==> src/logic/clock_source_pkg.sv <==
// shared constants, field layouts and types for the clock source unit
package clock_source_pkg;
    // register byte addresses (apb, one 32-bit word each)
    localparam logic [11:0] ADDR_CTRL = 12'h000;
    localparam logic [11:0] ADDR_TRIM = 12'h004;
    localparam logic [11:0] ADDR_STATUS = 12'h008;

    // output clock select codes
    localparam logic [1:0] SEL_LOOP = 2'h0;
    localparam logic [1:0] SEL_INT = 2'h1;
    localparam logic [1:0] SEL_EXT = 2'h2;

    // bus divider codes
    localparam logic [1:0] BUS_DIVIDER_1 = 2'h0;
    localparam logic [1:0] BUS_DIVIDER_2 = 2'h1;
    localparam logic [1:0] BUS_DIVIDER_4 = 2'h2;

    // lowest reference divider code for a valid fixed clock at bus divide by 1
    localparam logic [2:0] FFV_REF_DIVIDER_BASE = 3'h2;
    localparam logic [2:0] REF_DIVIDER_NONE = 3'h0;

    // loop multiplies by 1024, so its half period is the reference period >> 11
    localparam int LOOP_HALF_SHIFT = 11;
    localparam int MEAS_W = 24;
    localparam logic [MEAS_W-1:0] LOOP_HALF_MIN = 24'h000001;

    // internal reference half period in system cycles is base plus twice the trim register plus the fine trim bit
    localparam logic [9:0] IRC_BASE_HALF = 10'h040;
    localparam int TRIM_W = 8;

    // full cycles of a new clock seen before it is trusted
    localparam logic [2:0] SETTLE_EDGES = 3'h4;

    localparam int CTRL_W = 13;
    localparam int STATUS_W = 6;

    typedef logic [1:0] clk_sel_t;

    typedef struct packed {
        logic ext_ref_stop_enable;
        logic ext_ref_out_enable;
        logic int_ref_stop_enable;
        logic int_ref_out_enable;
        logic low_power_loop_off;
        logic [1:0] bus_divider;
        logic [2:0] ref_divider;
        logic ref_select;
        clk_sel_t out_clock_select;
    } ctrl_t;

    typedef struct packed {
        logic switch_pending;
        logic loop_running;
        logic fixed_freq_valid;
        clk_sel_t clock_status;
        logic ref_select_status;
    } status_t;

    // default mode: loop engaged on the internal reference
    localparam ctrl_t CTRL_RST = '{
        ext_ref_stop_enable: 1'b0,
        ext_ref_out_enable: 1'b0,
        int_ref_stop_enable: 1'b0,
        int_ref_out_enable: 1'b0,
        low_power_loop_off: 1'b0,
        bus_divider: 2'h1,
        ref_divider: 3'h0,
        ref_select: 1'b1,
        out_clock_select: 2'h0
    };
endpackage

==> src/logic/edge_counter.sv <==
// counts rising edges of a sampled clock level after a restart
`timescale 1ns/1ps
module edge_counter
    import clock_source_pkg::*;
(
    // system
    input wire logic clock,
    input wire logic rstn,
    // control
    input wire logic restart,
    input wire logic level,
    // result
    output logic done
);
    logic prev_r;
    logic [2:0] count_r;

    always_ff @(posedge clock or negedge rstn) begin
        if (!rstn) begin
            prev_r <= 1'b0;
        end else begin
            prev_r <= level;
        end
    end

    // a stopped clock never reaches the count, so done stays low
    always_ff @(posedge clock or negedge rstn) begin
        if (!rstn) begin
            count_r <= 3'h0;
        end else if (restart) begin
            count_r <= 3'h0;
        end else if (level && !prev_r && count_r != SETTLE_EDGES) begin
            count_r <= count_r + 3'h1;
        end
    end

    assign done = (count_r == SETTLE_EDGES) && !restart;
endmodule // edge_counter

==> src/logic/clock_source_unit.sv <==
// clock source unit: mode switching, dividers, trim and reference gating
// What this block does
// - loop relocks after few divided reference cycles
// - reference status updates when switch completes
// - output switch waits few new clock cycles
// - stopped new clock keeps old clock selected
// - bus divider acts immediately
// - low power bit turns unused loop off
// - internal reference output when enabled
// - larger trim lengthens internal reference period
// - trim changes output in internal modes
// - trim fields survive every reset
// - internal reference runs in stop when enabled
// - external reference output when enabled
// - internal select keeps external off loop
// - external reference runs in stop when enabled
// - divided reference is fixed frequency clock
// - engaged modes always flag fixed clock valid
// - bypass valid needs divider code threshold
// - loop locks to 1024 times reference
// - select codes loop, internal, external
// - bypass loop off if low power, no debug
`timescale 1ns/1ps
module clock_source_unit
    import clock_source_pkg::*;
(
    // system
    input wire logic clock,
    input wire logic rstn,
    // apb slave
    input wire logic psel,
    input wire logic penable,
    input wire logic pwrite,
    input wire logic [11:0] paddr,
    input wire logic [31:0] pwdata,
    output logic [31:0] prdata,
    output logic pready,
    output logic pslverr,
    // chip state and external reference
    input wire logic stop_mode,
    input wire logic debug_mode,
    input wire logic ext_ref_in,
    // clock outputs
    output logic main_clock_out,
    output logic int_ref_clock_out,
    output logic ext_ref_clock_out,
    output logic fixed_freq_clock,
    output logic fixed_freq_valid
);
    import clock_source_pkg::*;

    typedef enum {SW_IDLE, SW_COUNT, SW_ALIGN} sw_state_t;

    ctrl_t ctrl_r;
    logic [TRIM_W-1:0] trim_register;
    logic fine_trim;
    status_t status;
    logic ref_select_status_r;
    clk_sel_t active_sel_r;
    clk_sel_t target_r;
    sw_state_t sw_state_r;
    logic irc_lvl_r;
    logic [9:0] irc_cnt_r;
    logic [9:0] irc_half;
    logic irc_run;
    logic fll_ref_lvl;
    logic fll_ref_prev_r;
    logic [6:0] ref_cnt_r;
    logic div_ref;
    logic div_ref_prev_r;
    logic [MEAS_W-1:0] per_cnt_r;
    logic [MEAS_W-1:0] meas_r;
    logic [MEAS_W-1:0] loop_half;
    logic [MEAS_W-1:0] loop_cnt_r;
    logic loop_lvl_r;
    logic loop_on;
    logic bypass;
    logic ref_sel_prev_r;
    logic ref_restart;
    logic ref_done;
    logic sw_restart;
    logic sw_done;
    logic act_lvl;
    logic tgt_lvl;
    logic act_prev_r;
    logic [2:0] bus_cnt_r;
    logic main_nxt;
    logic ffv_nxt;
    logic wr_en;
    logic rd_setup;

    function automatic logic src_level(input clk_sel_t sel, input logic loop_l,
                                       input logic irc_l, input logic ext_l);
        logic lvl;
        lvl = 1'b0;
        if (sel == SEL_LOOP) begin
            lvl = loop_l;
        end else if (sel == SEL_INT) begin
            lvl = irc_l;
        end else if (sel == SEL_EXT) begin
            lvl = ext_l;
        end
        return lvl;
    endfunction

    // ---------------- apb slave ----------------
    assign pready = 1'b1;
    assign wr_en = psel && penable && pwrite;
    assign rd_setup = psel && !penable && !pwrite;
    assign pslverr = psel && penable && paddr != ADDR_CTRL && paddr != ADDR_TRIM
                     && paddr != ADDR_STATUS;

    // divider and select arrive in one word, so software can move them together
    always_ff @(posedge clock or negedge rstn) begin
        if (!rstn) begin
            ctrl_r <= CTRL_RST;
        end else if (wr_en && paddr == ADDR_CTRL) begin
            ctrl_r <= ctrl_t'(pwdata[CTRL_W-1:0]);
        end
    end

    // no reset on purpose: a trimmed reference must not drift back at reset
    always_ff @(posedge clock) begin
        if (wr_en && paddr == ADDR_TRIM) begin
            trim_register <= pwdata[TRIM_W-1:0];
            fine_trim <= pwdata[TRIM_W];
        end
    end

    assign status = '{
        switch_pending: sw_state_r != SW_IDLE,
        loop_running: loop_on,
        fixed_freq_valid: fixed_freq_valid,
        clock_status: active_sel_r,
        ref_select_status: ref_select_status_r
    };

    always_ff @(posedge clock or negedge rstn) begin
        if (!rstn) begin
            prdata <= 32'h0;
        end else if (rd_setup) begin
            if (paddr == ADDR_CTRL) begin
                prdata <= {{(32-CTRL_W){1'b0}}, ctrl_r};
            end else if (paddr == ADDR_TRIM) begin
                prdata <= {{(31-TRIM_W){1'b0}}, fine_trim, trim_register};
            end else if (paddr == ADDR_STATUS) begin
                prdata <= {{(32-STATUS_W){1'b0}}, status};
            end else begin
                prdata <= 32'h0;
            end
        end
    end

    // ---------------- internal reference oscillator ----------------
    assign irc_half = IRC_BASE_HALF + {1'b0, trim_register, fine_trim};
    assign irc_run = !stop_mode || (ctrl_r.int_ref_out_enable && ctrl_r.int_ref_stop_enable);

    always_ff @(posedge clock or negedge rstn) begin
        if (!rstn) begin
            irc_cnt_r <= 10'h0;
            irc_lvl_r <= 1'b0;
        end else if (!irc_run) begin
            irc_cnt_r <= 10'h0;
        end else if (irc_cnt_r >= irc_half - 10'h1) begin
            irc_cnt_r <= 10'h0;
            irc_lvl_r <= !irc_lvl_r;
        end else begin
            irc_cnt_r <= irc_cnt_r + 10'h1;
        end
    end

    // ---------------- reference path and fixed frequency clock ----------------
    assign fll_ref_lvl = ctrl_r.ref_select ? irc_lvl_r : ext_ref_in;
    assign div_ref = (ctrl_r.ref_divider == REF_DIVIDER_NONE) ? fll_ref_lvl
                     : ref_cnt_r[ctrl_r.ref_divider - 3'h1];

    always_ff @(posedge clock or negedge rstn) begin
        if (!rstn) begin
            fll_ref_prev_r <= 1'b0;
            ref_cnt_r <= 7'h0;
        end else begin
            fll_ref_prev_r <= fll_ref_lvl;
            if (fll_ref_lvl && !fll_ref_prev_r) begin
                ref_cnt_r <= ref_cnt_r + 7'h1;
            end
        end
    end

    always_ff @(posedge clock or negedge rstn) begin
        if (!rstn) begin
            fixed_freq_clock <= 1'b0;
        end else begin
            fixed_freq_clock <= div_ref && !stop_mode;
        end
    end

    // ---------------- frequency-locked loop model ----------------
    assign bypass = ctrl_r.out_clock_select != SEL_LOOP;
    assign loop_on = !(bypass && ctrl_r.low_power_loop_off && !debug_mode)
                     && !stop_mode;

    assign ref_restart = ctrl_r.ref_select != ref_sel_prev_r || !loop_on;

    edge_counter ref_settle (
        .clock(clock),
        .rstn(rstn),
        .restart(ref_restart),
        .level(div_ref),
        .done(ref_done)
    );

    always_ff @(posedge clock or negedge rstn) begin
        if (!rstn) begin
            ref_sel_prev_r <= CTRL_RST.ref_select;
            ref_select_status_r <= CTRL_RST.ref_select;
        end else begin
            ref_sel_prev_r <= ctrl_r.ref_select;
            if (ref_done) begin
                ref_select_status_r <= ctrl_r.ref_select;
            end
        end
    end

    // measure the divided reference period in system cycles
    always_ff @(posedge clock or negedge rstn) begin
        if (!rstn) begin
            div_ref_prev_r <= 1'b0;
            per_cnt_r <= '0;
            meas_r <= '0;
        end else begin
            div_ref_prev_r <= div_ref;
            if (div_ref && !div_ref_prev_r) begin
                meas_r <= per_cnt_r;
                per_cnt_r <= '0;
            end else if (per_cnt_r != '1) begin
                per_cnt_r <= per_cnt_r + LOOP_HALF_MIN;
            end
        end
    end

    // resolution is limited by the system clock; fine for relative behaviour
    assign loop_half = ((meas_r >> LOOP_HALF_SHIFT) == '0) ? LOOP_HALF_MIN
                       : (meas_r >> LOOP_HALF_SHIFT);

    always_ff @(posedge clock or negedge rstn) begin
        if (!rstn) begin
            loop_cnt_r <= '0;
            loop_lvl_r <= 1'b0;
        end else if (!loop_on || !ref_done) begin
            loop_cnt_r <= '0;
            loop_lvl_r <= 1'b0;
        end else if (loop_cnt_r >= loop_half - LOOP_HALF_MIN) begin
            loop_cnt_r <= '0;
            loop_lvl_r <= !loop_lvl_r;
        end else begin
            loop_cnt_r <= loop_cnt_r + LOOP_HALF_MIN;
        end
    end

    // ---------------- output clock switch ----------------
    assign act_lvl = src_level(active_sel_r, loop_lvl_r, irc_lvl_r, ext_ref_in);
    assign tgt_lvl = src_level(target_r, loop_lvl_r, irc_lvl_r, ext_ref_in);
    assign sw_restart = ctrl_r.out_clock_select != target_r || sw_state_r == SW_IDLE;

    edge_counter clk_settle (
        .clock(clock),
        .rstn(rstn),
        .restart(sw_restart),
        .level(tgt_lvl),
        .done(sw_done)
    );

    always_ff @(posedge clock or negedge rstn) begin
        if (!rstn) begin
            target_r <= CTRL_RST.out_clock_select;
        end else begin
            target_r <= ctrl_r.out_clock_select;
        end
    end

    // a stopped or reserved target never finishes counting, so the old clock stays
    always_ff @(posedge clock or negedge rstn) begin
        if (!rstn) begin
            sw_state_r <= SW_IDLE;
            active_sel_r <= CTRL_RST.out_clock_select;
        end else begin
            case (sw_state_r)
                SW_IDLE: begin
                    if (target_r != active_sel_r) begin
                        sw_state_r <= SW_COUNT;
                    end
                end
                SW_COUNT: begin
                    if (target_r == active_sel_r) begin
                        sw_state_r <= SW_IDLE;
                    end else if (sw_done) begin
                        sw_state_r <= SW_ALIGN;
                    end
                end
                SW_ALIGN: begin
                    if (ctrl_r.out_clock_select != target_r) begin
                        sw_state_r <= SW_COUNT;
                    // the value about to be loaded must be low too; a fast old source
                    // is never low together with its own delayed copy
                    end else if (!act_lvl && !tgt_lvl && !main_nxt) begin
                        active_sel_r <= target_r;
                        sw_state_r <= SW_IDLE;
                    end
                end
                default: sw_state_r <= SW_IDLE;
            endcase
        end
    end

    // bus divider counts edges of the active clock
    always_ff @(posedge clock or negedge rstn) begin
        if (!rstn) begin
            act_prev_r <= 1'b0;
            bus_cnt_r <= 3'h0;
        end else begin
            act_prev_r <= act_lvl;
            if (act_lvl && !act_prev_r) begin
                bus_cnt_r <= bus_cnt_r + 3'h1;
            end
        end
    end

    always_comb begin
        case (ctrl_r.bus_divider)
            BUS_DIVIDER_1: main_nxt = act_lvl;
            BUS_DIVIDER_2: main_nxt = bus_cnt_r[0];
            BUS_DIVIDER_4: main_nxt = bus_cnt_r[1];
            default: main_nxt = bus_cnt_r[2];
        endcase
    end

    assign ffv_nxt = !bypass
                     || ctrl_r.ref_divider >= FFV_REF_DIVIDER_BASE + {1'b0, ctrl_r.bus_divider};

    always_ff @(posedge clock or negedge rstn) begin
        if (!rstn) begin
            main_clock_out <= 1'b0;
            fixed_freq_valid <= 1'b1;
            int_ref_clock_out <= 1'b0;
            ext_ref_clock_out <= 1'b0;
        end else begin
            main_clock_out <= main_nxt && !stop_mode;
            fixed_freq_valid <= ffv_nxt;
            int_ref_clock_out <= ctrl_r.int_ref_out_enable && irc_lvl_r;
            ext_ref_clock_out <= ctrl_r.ext_ref_out_enable && ext_ref_in
                && (!stop_mode || ctrl_r.ext_ref_stop_enable);
        end
    end
endmodule // clock_source_unit

==> config.mk <==
export PLATFORM = sky130hd
export DESIGN_NAME = clock_source_unit
export DESIGN_NICKNAME = d
export VERILOG_FILES = /design/src/logic/clock_source_pkg.sv /design/src/logic/edge_counter.sv /design/src/logic/clock_source_unit.sv
export SDC_FILE = /design/constraint.sdc
export NUM_CORES = 1
export LEC_CHECK = 0
export ABC_AREA = 0
export ABC_CLOCK_PERIOD_IN_PS = 5000
export BUFFER_PORTS_ARGS = -buffer_cell sky130_fd_sc_hd__buf_4
export CAP_MARGIN = 5
export CELL_PAD_IN_SITES_DETAIL_PLACEMENT = 1
export CELL_PAD_IN_SITES_GLOBAL_PLACEMENT = 1
export CORE_ASPECT_RATIO = 1.1
export CORE_UTILIZATION = 46
export DETAILED_ROUTE_END_ITERATION = 6
export PLACE_DENSITY = 0.9
export SLEW_MARGIN = 20
export SYNTH_ARGS = -nofsm -noshare
export SYNTH_HDL_FRONTEND = slang
export SYNTH_SLANG_ARGS = --single-unit
==> constraint.sdc <==
create_clock -name clock -period 5 [get_ports clock]
set_clock_uncertainty 0.2 [all_clocks]
set_input_delay 0.75 -clock clock [delete_from_list [all_inputs] [get_ports clock]]
set_output_delay 0.75 -clock clock [all_outputs]
set_load 0.005 [all_outputs]
# Word level (Yosys, flattened, before mapping)
# Index checks and enable logic that the tools add are counted.
dict set report word_totals {
  register_bits 201
  in_bits 52
  out_inout_bits 39
  wordCells 181
}
dict set report op_classes {
  addsub 12
  order_cmp 4
  n_eq_ne 24
  mux 33
  n_bitwise 1
  n_reduce_logical 71
}
# op n
set ops {}
lappend ops {{$mux W32} 7}
lappend ops {{$mux W24} 4}
lappend ops {{$pmux W32 S3} 1}
lappend ops {{$logic_not A32 Y1} 2}
lappend ops {{$add A24 B1 Y24 const B} 2}
lappend ops {{$eq A32 B1 Y1 const B} 1}
lappend ops {{$eq A32 B2 Y1 const B} 1}
lappend ops {{$reduce_bool A32 Y1} 1}
lappend ops {{$logic_and A1 B1 Y1} 28}
lappend ops {{$ge A24 B24 Y1} 1}
lappend ops {{$logic_not A24 Y1} 1}
lappend ops {{$ne A24 B24 Y1 const B} 1}
lappend ops {{$mux W10} 2}
lappend ops {{$logic_not A1 Y1} 19}
lappend ops {{$sub A13 B1 Y14 const B} 1}
lappend ops {{$mux W13} 1}
lappend ops {{$eq A12 B3 Y1 const B} 1}
lappend ops {{$eq A12 B4 Y1 const B} 1}
lappend ops {{$logic_not A12 Y1} 1}
lappend ops {{$mux W3} 4}
lappend ops {{$ne A12 B3 Y1 const B} 1}
lappend ops {{$ne A12 B4 Y1 const B} 1}
lappend ops {{$reduce_bool A12 Y1} 1}
lappend ops {{$mux W1} 11}
lappend ops {{other kinds (29)} 51}

# Logic depth before layout (Yosys ltp)
# Gate-level depths: netlist of run 1.
dict set report logic_depth {
  word_depth 12
  mapped_depth 16
  mapped_depth_nobuf 14
}

# Hierarchy
# A second synthesis of run 1 with hierarchy kept.
dict set report hier_totals {
  hier_cells 756
  hier_area_um2 7738.7
}
# module instances cells_each area_per_inst_um2 seq_area_each_um2
set modules_own_cells {}
lappend modules_own_cells {clock_source_unit 1 714 7295.7 3404.5}
lappend modules_own_cells {edge_counter 2 21 221.5 100.1}

# Worst setup path after synthesis of run 1
# No wires, ideal clock.
dict set report synth_path {
  path_kind {reg2reg}
  from {reg meas_r[17]}
  to {reg loop_lvl_r}
  setup_ps 125
  arrival_time_ps 3541
  required_time_ps 4675
  path_slack_ps 1134
  path_stages_with_launch 16
  n_path_buf 1
  synth_period_minus_slack_ps 3866
  cell_sequence {dfrtp_1 or4_1 nor4_1 a31oi_1 ha_1 nand2_1 nor4_1 xnor2_1 ha_1 a21oi_1 nor2_1 a211oi_1 o311ai_1 or4_1 buf_2 mux2_4}
}
dict set report synth_via {
  elab_chain_len 5
}
# item line_no
set synth_lines {}
lappend synth_lines {{start: declaration} clock_source_unit.sv:72} ;# logic [MEAS_W-1:0] meas_r;
lappend synth_lines {{start signal: assignment} clock_source_unit.sv:233} ;# meas_r <= per_cnt_r;
lappend synth_lines {{$logic_not A24 Y1} clock_source_unit.sv:242} ;# assign loop_half = ((meas_r >> LOOP_HALF_SHIFT) == '0) ? LOOP_HALF_MIN
lappend synth_lines {{$mux W13 *} clock_source_unit.sv:242}
lappend synth_lines {{$sub A13 B1 Y14 *} clock_source_unit.sv:252} ;# end else if (loop_cnt_r >= loop_half - LOOP_HALF_MIN) begin
lappend synth_lines {{$ge A24 B24 Y1 *} clock_source_unit.sv:252}
lappend synth_lines {{$reduce_bool A2 Y1 (no line) *} --}
lappend synth_lines {{end signal: assignment} clock_source_unit.sv:254} ;# loop_lvl_r <= !loop_lvl_r;
lappend synth_lines {{end: declaration} clock_source_unit.sv:75} ;# logic loop_lvl_r;
# Every way passes the cells marked *; elsewhere a longest branch is shown, timed or not.
# A chain may end at the register's enable or synchronous reset.

# Worst setup path after layout of run 1
dict set report layout_path {
  from {reg meas_r[17]}
  to {reg loop_cnt_r[13]}
}
dict set report layout_via {
  elab_chain_len 6
}
# item line_no
set layout_lines {}
lappend layout_lines {{$logic_not A24 Y1} clock_source_unit.sv:242}
lappend layout_lines {{$mux W13 *} clock_source_unit.sv:242}
lappend layout_lines {{$sub A13 B1 Y14 *} clock_source_unit.sv:252}
lappend layout_lines {{$ge A24 B24 Y1 *} clock_source_unit.sv:252}
lappend layout_lines {{$mux W24 *} clock_source_unit.sv:252}
lappend layout_lines {{$mux W24 *} clock_source_unit.sv:249} ;# end else if (!loop_on || !ref_done) begin
lappend layout_lines {{end signal: assignment} clock_source_unit.sv:256} ;# loop_cnt_r <= loop_cnt_r + LOOP_HALF_MIN;
lappend layout_lines {{end: declaration} clock_source_unit.sv:74} ;# logic [MEAS_W-1:0] loop_cnt_r;
# Marked as above.

==> results of run 1 <==
-- worst paths after layout --
path                             from             end  slack (ns)  cells after the start
setup / recovery           meas_r[17]  loop_cnt_r[13]        0.49                     15
hold reg to reg             ctrl_r[2]  ref_sel_prev_r        0.24                      0
hold / removal                   rstn  loop_cnt_r[16]        0.20                      1
setup reg to reg           meas_r[17]  loop_cnt_r[13]        0.49                     15
min in group clock          ctrl_r[2]  ref_sel_prev_r        0.24                      0
max in group asynchronous        rstn   per_cnt_r[14]        3.40                      2
-- logic make-up (layout without fill, tap and decap cells) --
group	Yosys count	count (layout)	synth area share [%]
buffers and inverters	59	113	4.21
other	2	31	0.0972
AO/OA/AOI/OAI	81	81	7.11
multiplexers	51	51	7.21
flip-flops	141	141	46.4
AND/OR/NAND/NOR	286	286	17.5
XOR/XNOR	82	82	9.40
adder cells (fa/ha/maj)	50	50	8.10
-- worst max-delay path, delay by kind of cell, from the launching register on --
family	cells	cell delay (ns)
adder cells (fa/ha/maj)	2	0.49
AO/OA/AOI/OAI	4	0.68
AND/OR/NAND/NOR	7	2.23
flip-flops	1	0.46
buffers and inverters	1	0.23
XOR/XNOR	1	0.14
-- state kept, by name, summed over array words and instances, names as in the netlist, 2 cells and up --
signal / cells
active_sel_r: 2
bus_cnt_r: 3
clk_settle.count_r: 3
ctrl_r: 13
irc_cnt_r: 10
loop_cnt_r: 24
meas_r: 13
per_cnt_r: 24
prdata: 13
ref_cnt_r: 7
ref_settle.count_r: 3
sw_state_r: 2
target_r: 2
trim_register: 8
-- per-stage QoR --
step                      setup slack [ns]  total power [µW]  hold WS, ns
after global placement               0.835              1410        0.217
final                                0.489              2670        0.202
after floorplan                       1.13              1350        0.197
after CTS                            0.481              2690        0.239
after global routing                 0.181              2760        0.245
after detailed placement             0.716              1430        0.230
-- synth_stat cells (12+ instances only) --
cell and count:
a21oi_1 20, buf_4 20, dfrtp_1 127, ha_1 50
inv_1 26, mux2_2 33, mux2i_1 17, nand2_1 69
nand3_1 28, nand4_1 19, nor2_1 99, nor3_1 12
o21ai_0 12, xnor2_1 41, xor2_1 40
-- layout make-up --
type	count	area, µm²
Fill cell	1827	7510
Sequential cell	141	3580
Tap cell	204	255
Multi-Input combinational cell	581	3930
Clock buffer	20	457
Inverter	26	97.6
Clock inverter	11	118
Timing Repair Buffer	56	424
-- power groups by stage --
stage | registers [µW] | clock network, µW | logic (µW)
CTS | 1240 | 1280 | 176
floorplan | 1250 | 0 | 109
detailed placement | 1260 | 0 | 170
global route | 1250 | 1320 | 197
finish | 1240 | 1260 | 173
global placement | 1260 | 0 | 159
-- metal layers --
metal | up-vias | wire length, µm | track usage [%]
li1 | 2724 | - | -
met1 | 3066 | 8210 | 27.7
met2 | 94 | 10800 | 47.0
met3 | 56 | 565 | 5.21
met4 | 0 | 792 | 14.2
met5 | - | 0 | 0
==> run metrics, run 1 <==
Setup Viol. Count Final 0; Critical Path Sink Type flop; syn_area_per_cell 10.3 µm²; antenna-violating nets left 0; WL per Instance 19.6 µm; fin crit period 4.51 ns; max frequency 222 MHz; placed cells 1008; TritonCTS clock tree yes; Clk Tree Root Cell clkbuf_16; CP required 5.14 ns; NetSw 653 µW; TNS Setup 0 ns; CTS Buf Count 17; Resize count post-CTS 0; number of global-route vias before repair 6525; count of flip-flops with a built-in enable after synthesis 9; Final Instance Count excl. Fillers 1039; initial antenna violation count 0; CTS sink cnt 141; critical path class flop to flop; Synth Cell Area 7720 µm²; GP Congestion 0.795; slowest stage delay, CP 0.65 ns; cell taking the most area after synthesis dfrtp_1; Synth cell types 58; Int Pwr 2020 µW; flop and latch count out of synthesis 141; row count 49; I/O Buffers 51; Max Fanout on Critical Path 11; post-route clock period utilization 90.2%; die area 17300 µm²; Die Y-Extent 138 µm; Seq/Total Area, Yosys 46.4%; Layout Utilization 54.1%; Post-CTS Setup Bufs 0; Post-Syn Instances 752; CP cell instances or4_1, nor4_1, a31oi_1, ha_1, nand2_1, nor4_1, xnor2_1, ha_1, a21oi_1, nor2_1, a211oi_1, o311ai_1, or4_1, buf_4, nor2_1; peak supply drop 0.262 mV; initial core utilization 47.2%; Comb pwr share 6.5%; Placed Area 8290 µm²; diode count 0; DP Wirelength 13.4 mm; Static Leak 0.00406 µW; overall die width 126 µm; hold_buf cts 0; DRT Wirelength 20.4 mm; Post-synth ARST share 93.6%; Max-cap violations 0; area grow syn2layout 14.8%; crit path DAT 4.66 ns; worst skew pair latency 0.44 ns; # DRC 0; Startpoint Class flop; drt pass-1 iters 5; unrepaired setup endpoints after global routing no; Slew Viols, Final 0; Hold Crit Class primary input to async pin; cell area after layout 8860 µm²; area of the core 16400 µm²; clk buf depth 2; worst rel slew slack 30.7%; top cells by area, synth dfrtp_1 41%, ha_1 8.1%, mux2_2 4.8%; Synth top area share 41.2%; Total Routing Usage GR 25.5%; starting DRC count in detailed routing 252; vias per cell 5.72; Clk pwr share 47.1%; power per cell area 302 nW/µm²; Reg clk slew, reported paths 0.06 ns; Fin. Hold Viols 0; layout net count 925; Top FF cell, synth dfrtp_1; run status finished, final reports clean; layout cell share with drive strength beyond 1 16.2%; largest net degree at the start of global routing 99; I/O pin cnt 91; commonest non-fill, non-tap cells in the layout 127 x dfrtp_1, 99 x nor2_1, 69 x nand2_1, 55 x buf_4, 50 x ha_1; Seq pwr share 46.4%; Crit-path slowest cell or4_1; H-Tree Depth 4; global-route wire length before repair 33.8 mm; Least-Margin Pin Slew 1.04 ns; most common cell after layout, fill and taps aside dfrtp_1; sw frac 24.4%; YS warnings 0; GR Overflow Total 0; vias 5940
(Power assumes the default switching activity.)
==> inputs of run 2 (changes only) <==
- CELL_PAD_IN_SITES_DETAIL_PLACEMENT: 1 -> not set
- CELL_PAD_IN_SITES_GLOBAL_PLACEMENT: 1 -> not set
- CORE_UTILIZATION: 46 -> 55
- PLACE_DENSITY: 0.9 -> 0.86
==> run 2 against run 1 <==
Compared with the run above: the flow now finishes with violations (design-rule violations); setup slack better by 0.17 ns; critical path depth is 1 lower; sequential power hardly changed; largest cell class unchanged.
==> run metrics, run 2 (synthesis gave the netlist of run 1 again) <==
hold_buf cts 0; cell area after layout 8840 µm²; run status complete, but fails checks; diode count 0; I/O pin cnt 91; Fin. Hold Viols 0; total power 2630 µW; post-route clock period utilization 86.8%; DP Wirelength 10.4 mm; area grow syn2layout 14.4%; WL per Instance 14.7 µm; initial core utilization 56.2%; commonest non-fill, non-tap cells in the layout 127 x dfrtp_1, 99 x nor2_1, 69 x nand2_1, 54 x buf_4, 50 x ha_1; TritonCTS clock tree yes; Slew Viols, Final 0; routed length on met3 673 µm; Hold Crit Class primary input to async pin; peak supply drop 0.258 mV; GP Congestion 0.817; placed cells 991; CP cell instances or4_1, nor4_1, a31oi_1, ha_1, nand2_1, nor3_1, xnor2_1, ha_1, a21o_1, nand3_1, a2111oi_0, or4_1, buf_4, nor2_1; layout cell share with drive strength beyond 1 16.0%; Critical Path Sink Type flop; routed length on met1 6.49 mm; worst skew pair latency 0.44 ns; Static Leak 0.00406 µW; Die Y-Extent 126 µm; most common cell after layout, fill and taps aside dfrtp_1; global-route wire length before repair 25.8 mm; Reg clk slew, reported paths 0.06 ns; Crit-path slowest cell a2111oi_0; violated checks design-rule violations; highest metal used met4; clk buf depth 2; overall die width 115 µm; fin crit period 4.34 ns; unrepaired setup endpoints after global routing no; TNS Setup 0 ns; critical path class flop to flop; GR Overflow Total 0; antenna-violating nets left 0; Least-Margin Pin Slew 1.02 ns; I/O Buffers 51; Max Fanout on Critical Path 18; Final Instance Count excl. Fillers 1023; slowest stage delay, CP 0.62 ns; number of global-route vias before repair 5572; Placed Area 8260 µm²; vias 5503; die area 14500 µm²; DRT Wirelength 15.1 mm; max frequency 230 MHz; Setup Viol. Count Final 0; vias per cell 5.38; Max-cap violations 0; CTS Buf Count 17; power per cell area 298 nW/µm²; largest net degree at the start of global routing 99; starting DRC count in detailed routing 335; # DRC 2; Total Routing Usage GR 23.0%; Startpoint Class flop; crit path DAT 4.46 ns; drt pass-1 iters 7; H-Tree Depth 4; top flop regs loop_cnt_r: 24 flops, per_cnt_r: 24 flops; Post-CTS Setup Bufs 0; row count 45; CP required 5.12 ns; area of the core 13700 µm²; layout net count 924; initial antenna violation count 0; Met2 Wirelength 7.51 mm; Clk Tree Root Cell clkbuf_16; CTS sink cnt 141; worst rel slew slack 31.8%; Resize count post-CTS 0
==> run 2: cell types whose count changed in the layout (fill, tap and decap cells not counted), moves of 2 or more <==
cell and change:
clkbuf_8 -2, clkinv_4 +2, clkinvlp_4 -2, inv_6 +3
==> run 2: per-stage QoR <==
step           setup WS, ns  utilization [%]  hold WS (ns)
4_1_cts               0.644             64.3         0.221
3_5_place_dp          0.689             60.1         0.215
3_3_place_gp          0.770             60.1         0.212
2_1_floorplan          1.13                -         0.197
5_1_grt               0.298             64.3         0.225
6_report              0.658             64.3         0.188
==> run 2: final timing paths <==
check,cells after the start,start,end,slack (ns)
max,14,meas_r[17],loop_cnt_r[6],0.66
min,1,rstn,loop_cnt_r[12],0.19
max reg2reg,14,meas_r[17],loop_cnt_r[6],0.66
min reg2reg,0,ctrl_r[2],ref_sel_prev_r,0.22
max in group asynchronous,2,rstn,per_cnt_r[8],3.40
min in group clock,0,ctrl_r[2],ref_sel_prev_r,0.22
==> run 2: worst max-delay path, delay by kind of cell, from the launching register on <==
family | cells | cell delay, ns
AO/OA/AOI/OAI | 3 | 0.91
XOR/XNOR | 1 | 0.17
adder cells (fa/ha/maj) | 2 | 0.43
buffers and inverters | 1 | 0.29
flip-flops | 1 | 0.43
AND/OR/NAND/NOR | 7 | 1.78
==> run 2: per-layer routing <==
layer | GRT usage, % | vias to the layer above
met1 | 28.7 | 2649
met4 | 11.0 | 0
met5 | 0 | -
met2 | 38.1 | 104
li1 | - | 2721
met3 | 4.62 | 29
==> run 2: report_power, final <==
| part | switching, µW | internal, µW | leakage, µW | total [µW] |
|---|---|---|---|---|
| combinational | 90.0 | 72.9 | 0.00190 | 163 |
| sequential | 44.9 | 1190 | 0.00187 | 1240 |
| clock | 497 | 737 | 0.000286 | 1230 |
| total | 632 | 2000 | 0.00406 | 2630 |
==> run 2: final cells by class <==
type	count	area, µm²
Clock inverter	13	141
Timing Repair Buffer	55	417
Clock buffer	19	433
Sequential cell	141	3580
Multi-Input combinational cell	581	3930
Inverter	26	97.6
Tap cell	188	235
Fill cell	1060	4900
==> inputs of run 3 (changes only) <==
- CORE_UTILIZATION: 55 -> 50
- PLACE_DENSITY: 0.86 -> 0.8
==> run 3 against run 2 <==
Compared with the run above: the run now ends clean; non-clock buffer count is the same; clock power shrank 5%; total power shrank 2.3%; global-route usage down 2.9 points; flip-flop and latch count unchanged; critical path depth rose by 1; setup slack lost 0.16 ns; sequential power barely moved; sequential share of layout area about the same; core utilization down 5.6 points; final area hardly changed; worst hold slack better by 0.046 ns; critical path type unchanged; largest cell class unchanged.
==> run metrics, run 3 (synthesis gave the netlist of run 1 again) <==
Reg2Reg Depth 15; FF-to-FF End loop_cnt_r[5]; starting DRC count in detailed routing 303; slowest stage delay, CP 0.61 ns; initial antenna violation count 0; FILL cells 1220; number of global-route vias before repair 5401; unrepaired setup endpoints after global routing no; TNS Setup 0 ns; sw frac 25.6%; vias per cell 5.36; Max-cap violations 0; power per cell area 291 nW/µm²; Clk pwr share 45.5%; Max Fanout on Critical Path 13; Comb pwr share 6.4%; I/O Buffers 51; Setup Viol. Count Final 0; GP Congestion 0.811; initial core utilization 51.3%; Worst R2R Start meas_r[17]; CP required 5.10 ns; Die Y-Extent 132 µm; Startpoint Class flop; diode count 0; run status finished, final reports clean; # DRC 0; I/O pin cnt 91; overall die width 120 µm; CP Launch Point meas_r[17]; crit path DAT 4.61 ns; DRT Wirelength 14.8 mm; Fin. Hold Viols 0; crit path capture loop_cnt_r[5]; Critical Path Sink Type flop; area occupied by multi-input gates 3940 µm²; die area 15900 µm²; GR Overflow Total 0; clk buf depth 2; max frequency 222 MHz; Resize count post-CTS 0; largest net degree at the start of global routing 114; Reg clk slew, reported paths 0.06 ns; most common cell after layout, fill and taps aside dfrtp_1; Seq pwr share 48.1%; layout cell share with drive strength beyond 1 16.3%; FF/Latch Area 3580 µm²; peak supply drop 0.252 mV; hold_buf cts 0; area grow syn2layout 14.4%; Static Leak 0.00405 µW; layout net count 924; post-route clock period utilization 90.1%; worst setup margin 0.493 ns; vias 5531; Post-CTS Setup Bufs 0; Slew Viols, Final 0; DP Wirelength 10.4 mm; CTS sink cnt 141; critical path class flop to flop; fin crit period 4.51 ns; Hold Crit Class flop to flop; H-Tree Depth 4; reg2reg setup slack 0.49 ns; Clk Tree Root Cell clkbuf_16; row count 47; worst rel slew slack 40.4%; CTS Buf Count 17; CP cell instances or4_1, nor4_1, a31oi_1, ha_1, nand2_1, nor3_1, xnor2_1, ha_1, nand4_1, nor4_1, o2111ai_1, a21oi_1, or4_1, buf_4, nor2_1; global-route wire length before repair 25.4 mm; TritonCTS clock tree yes; Placement Setup Slack 0.543 ns; commonest non-fill, non-tap cells in the layout 127 x dfrtp_1, 99 x nor2_1, 69 x nand2_1, 54 x buf_4, 50 x ha_1; drt pass-1 iters 4; worst skew pair latency 0.42 ns; NetSw 658 µW; Least-Margin Pin Slew 0.895 ns; Crit-path slowest cell or4_1; area of the core 15100 µm²; antenna-violating nets left 0; Int Pwr 1920 µW; Total Routing Usage GR 20.1%; top flop regs loop_cnt_r: 24 flops, per_cnt_r: 24 flops; WL per Instance 14.3 µm
==> run 3: cell types whose count changed in the layout (fill, tap and decap cells not counted), sizes merged <==
cell / change
inv: +4
bufinv: -2
buf: -1
clkbuf: -1
clkinv: -1
clkinvlp: +1
==> run 3: critical path, delay by kind of cell (launching register included) <==
kind	cells	cell delay, ns
AND/OR/NAND/NOR	8	2.23
XOR/XNOR	1	0.14
adder cells (fa/ha/maj)	2	0.55
AO/OA/AOI/OAI	3	0.56
flip-flops	1	0.43
buffers and inverters	1	0.28
==> run 3: stage by stage <==
| step | area, µm² | total power, µW | std cells | hold WS (ns) | utilization [%] |
|---|---|---|---|---|---|
| finish | 8830 | 2570 | 1031 | 0.233 | 58.7 |
| global route | 8830 | 2670 | 1031 | 0.241 | 58.7 |
| CTS | 8820 | 2590 | 1031 | 0.236 | 58.6 |
| detailed placement | 8270 | 1420 | 999 | 0.228 | 54.9 |
| global placement | 8270 | 1410 | 999 | 0.226 | 54.9 |
| floorplan | 7830 | 1350 | 781 | 0.197 | - |
==> run 3: area by class of cell <==
| type | count | area share (%) |
|---|---|---|
| sequential | 141 | 40.5 |
| clock buffer | 17 | 4.82 |
| timing repair buffer | 55 | 4.74 |
| clock inverter | 15 | 1.44 |
| tap | 196 | 2.78 |
| inverter | 26 | 1.10 |
| multi-input combinational | 581 | 44.6 |
==> run 3: layer usage <==
| metal | track usage, % | vias to the layer above | wire, µm |
|---|---|---|---|
| met1 | 26.7 | 2693 | 6800 |
| met2 | 32.8 | 90 | 7210 |
| met5 | 0 | - | 0 |
| li1 | - | 2725 | - |
| met4 | 5.76 | 0 | 192 |
| met3 | 4.67 | 23 | 573 |
==> run 3: how the worst min path moves through the flow <==
stage | cells past startpoint | slack, ns | end | start
finish | 0 | 0.23 | ref_sel_prev_r | ctrl_r[2]
global route | 0 | 0.24 | ref_sel_prev_r | ctrl_r[2]
CTS | 0 | 0.24 | ref_sel_prev_r | ctrl_r[2]
detailed placement | 0 | 0.23 | ref_sel_prev_r | ctrl_r[2]
global placement | 0 | 0.23 | ref_sel_prev_r | ctrl_r[2]
floorplan | 0 | 0.20 | ref_sel_prev_r | ctrl_r[2]
==> run 3: power groups by stage <==
stage                     combinational, µW  sequential [µW]  clock [µW]
after CTS                               168             1240        1190
after global placement                  158             1250           0
after floorplan                         109             1250           0
after global routing                    190             1240        1240
after detailed placement                165             1260           0
final                                   165             1240        1170
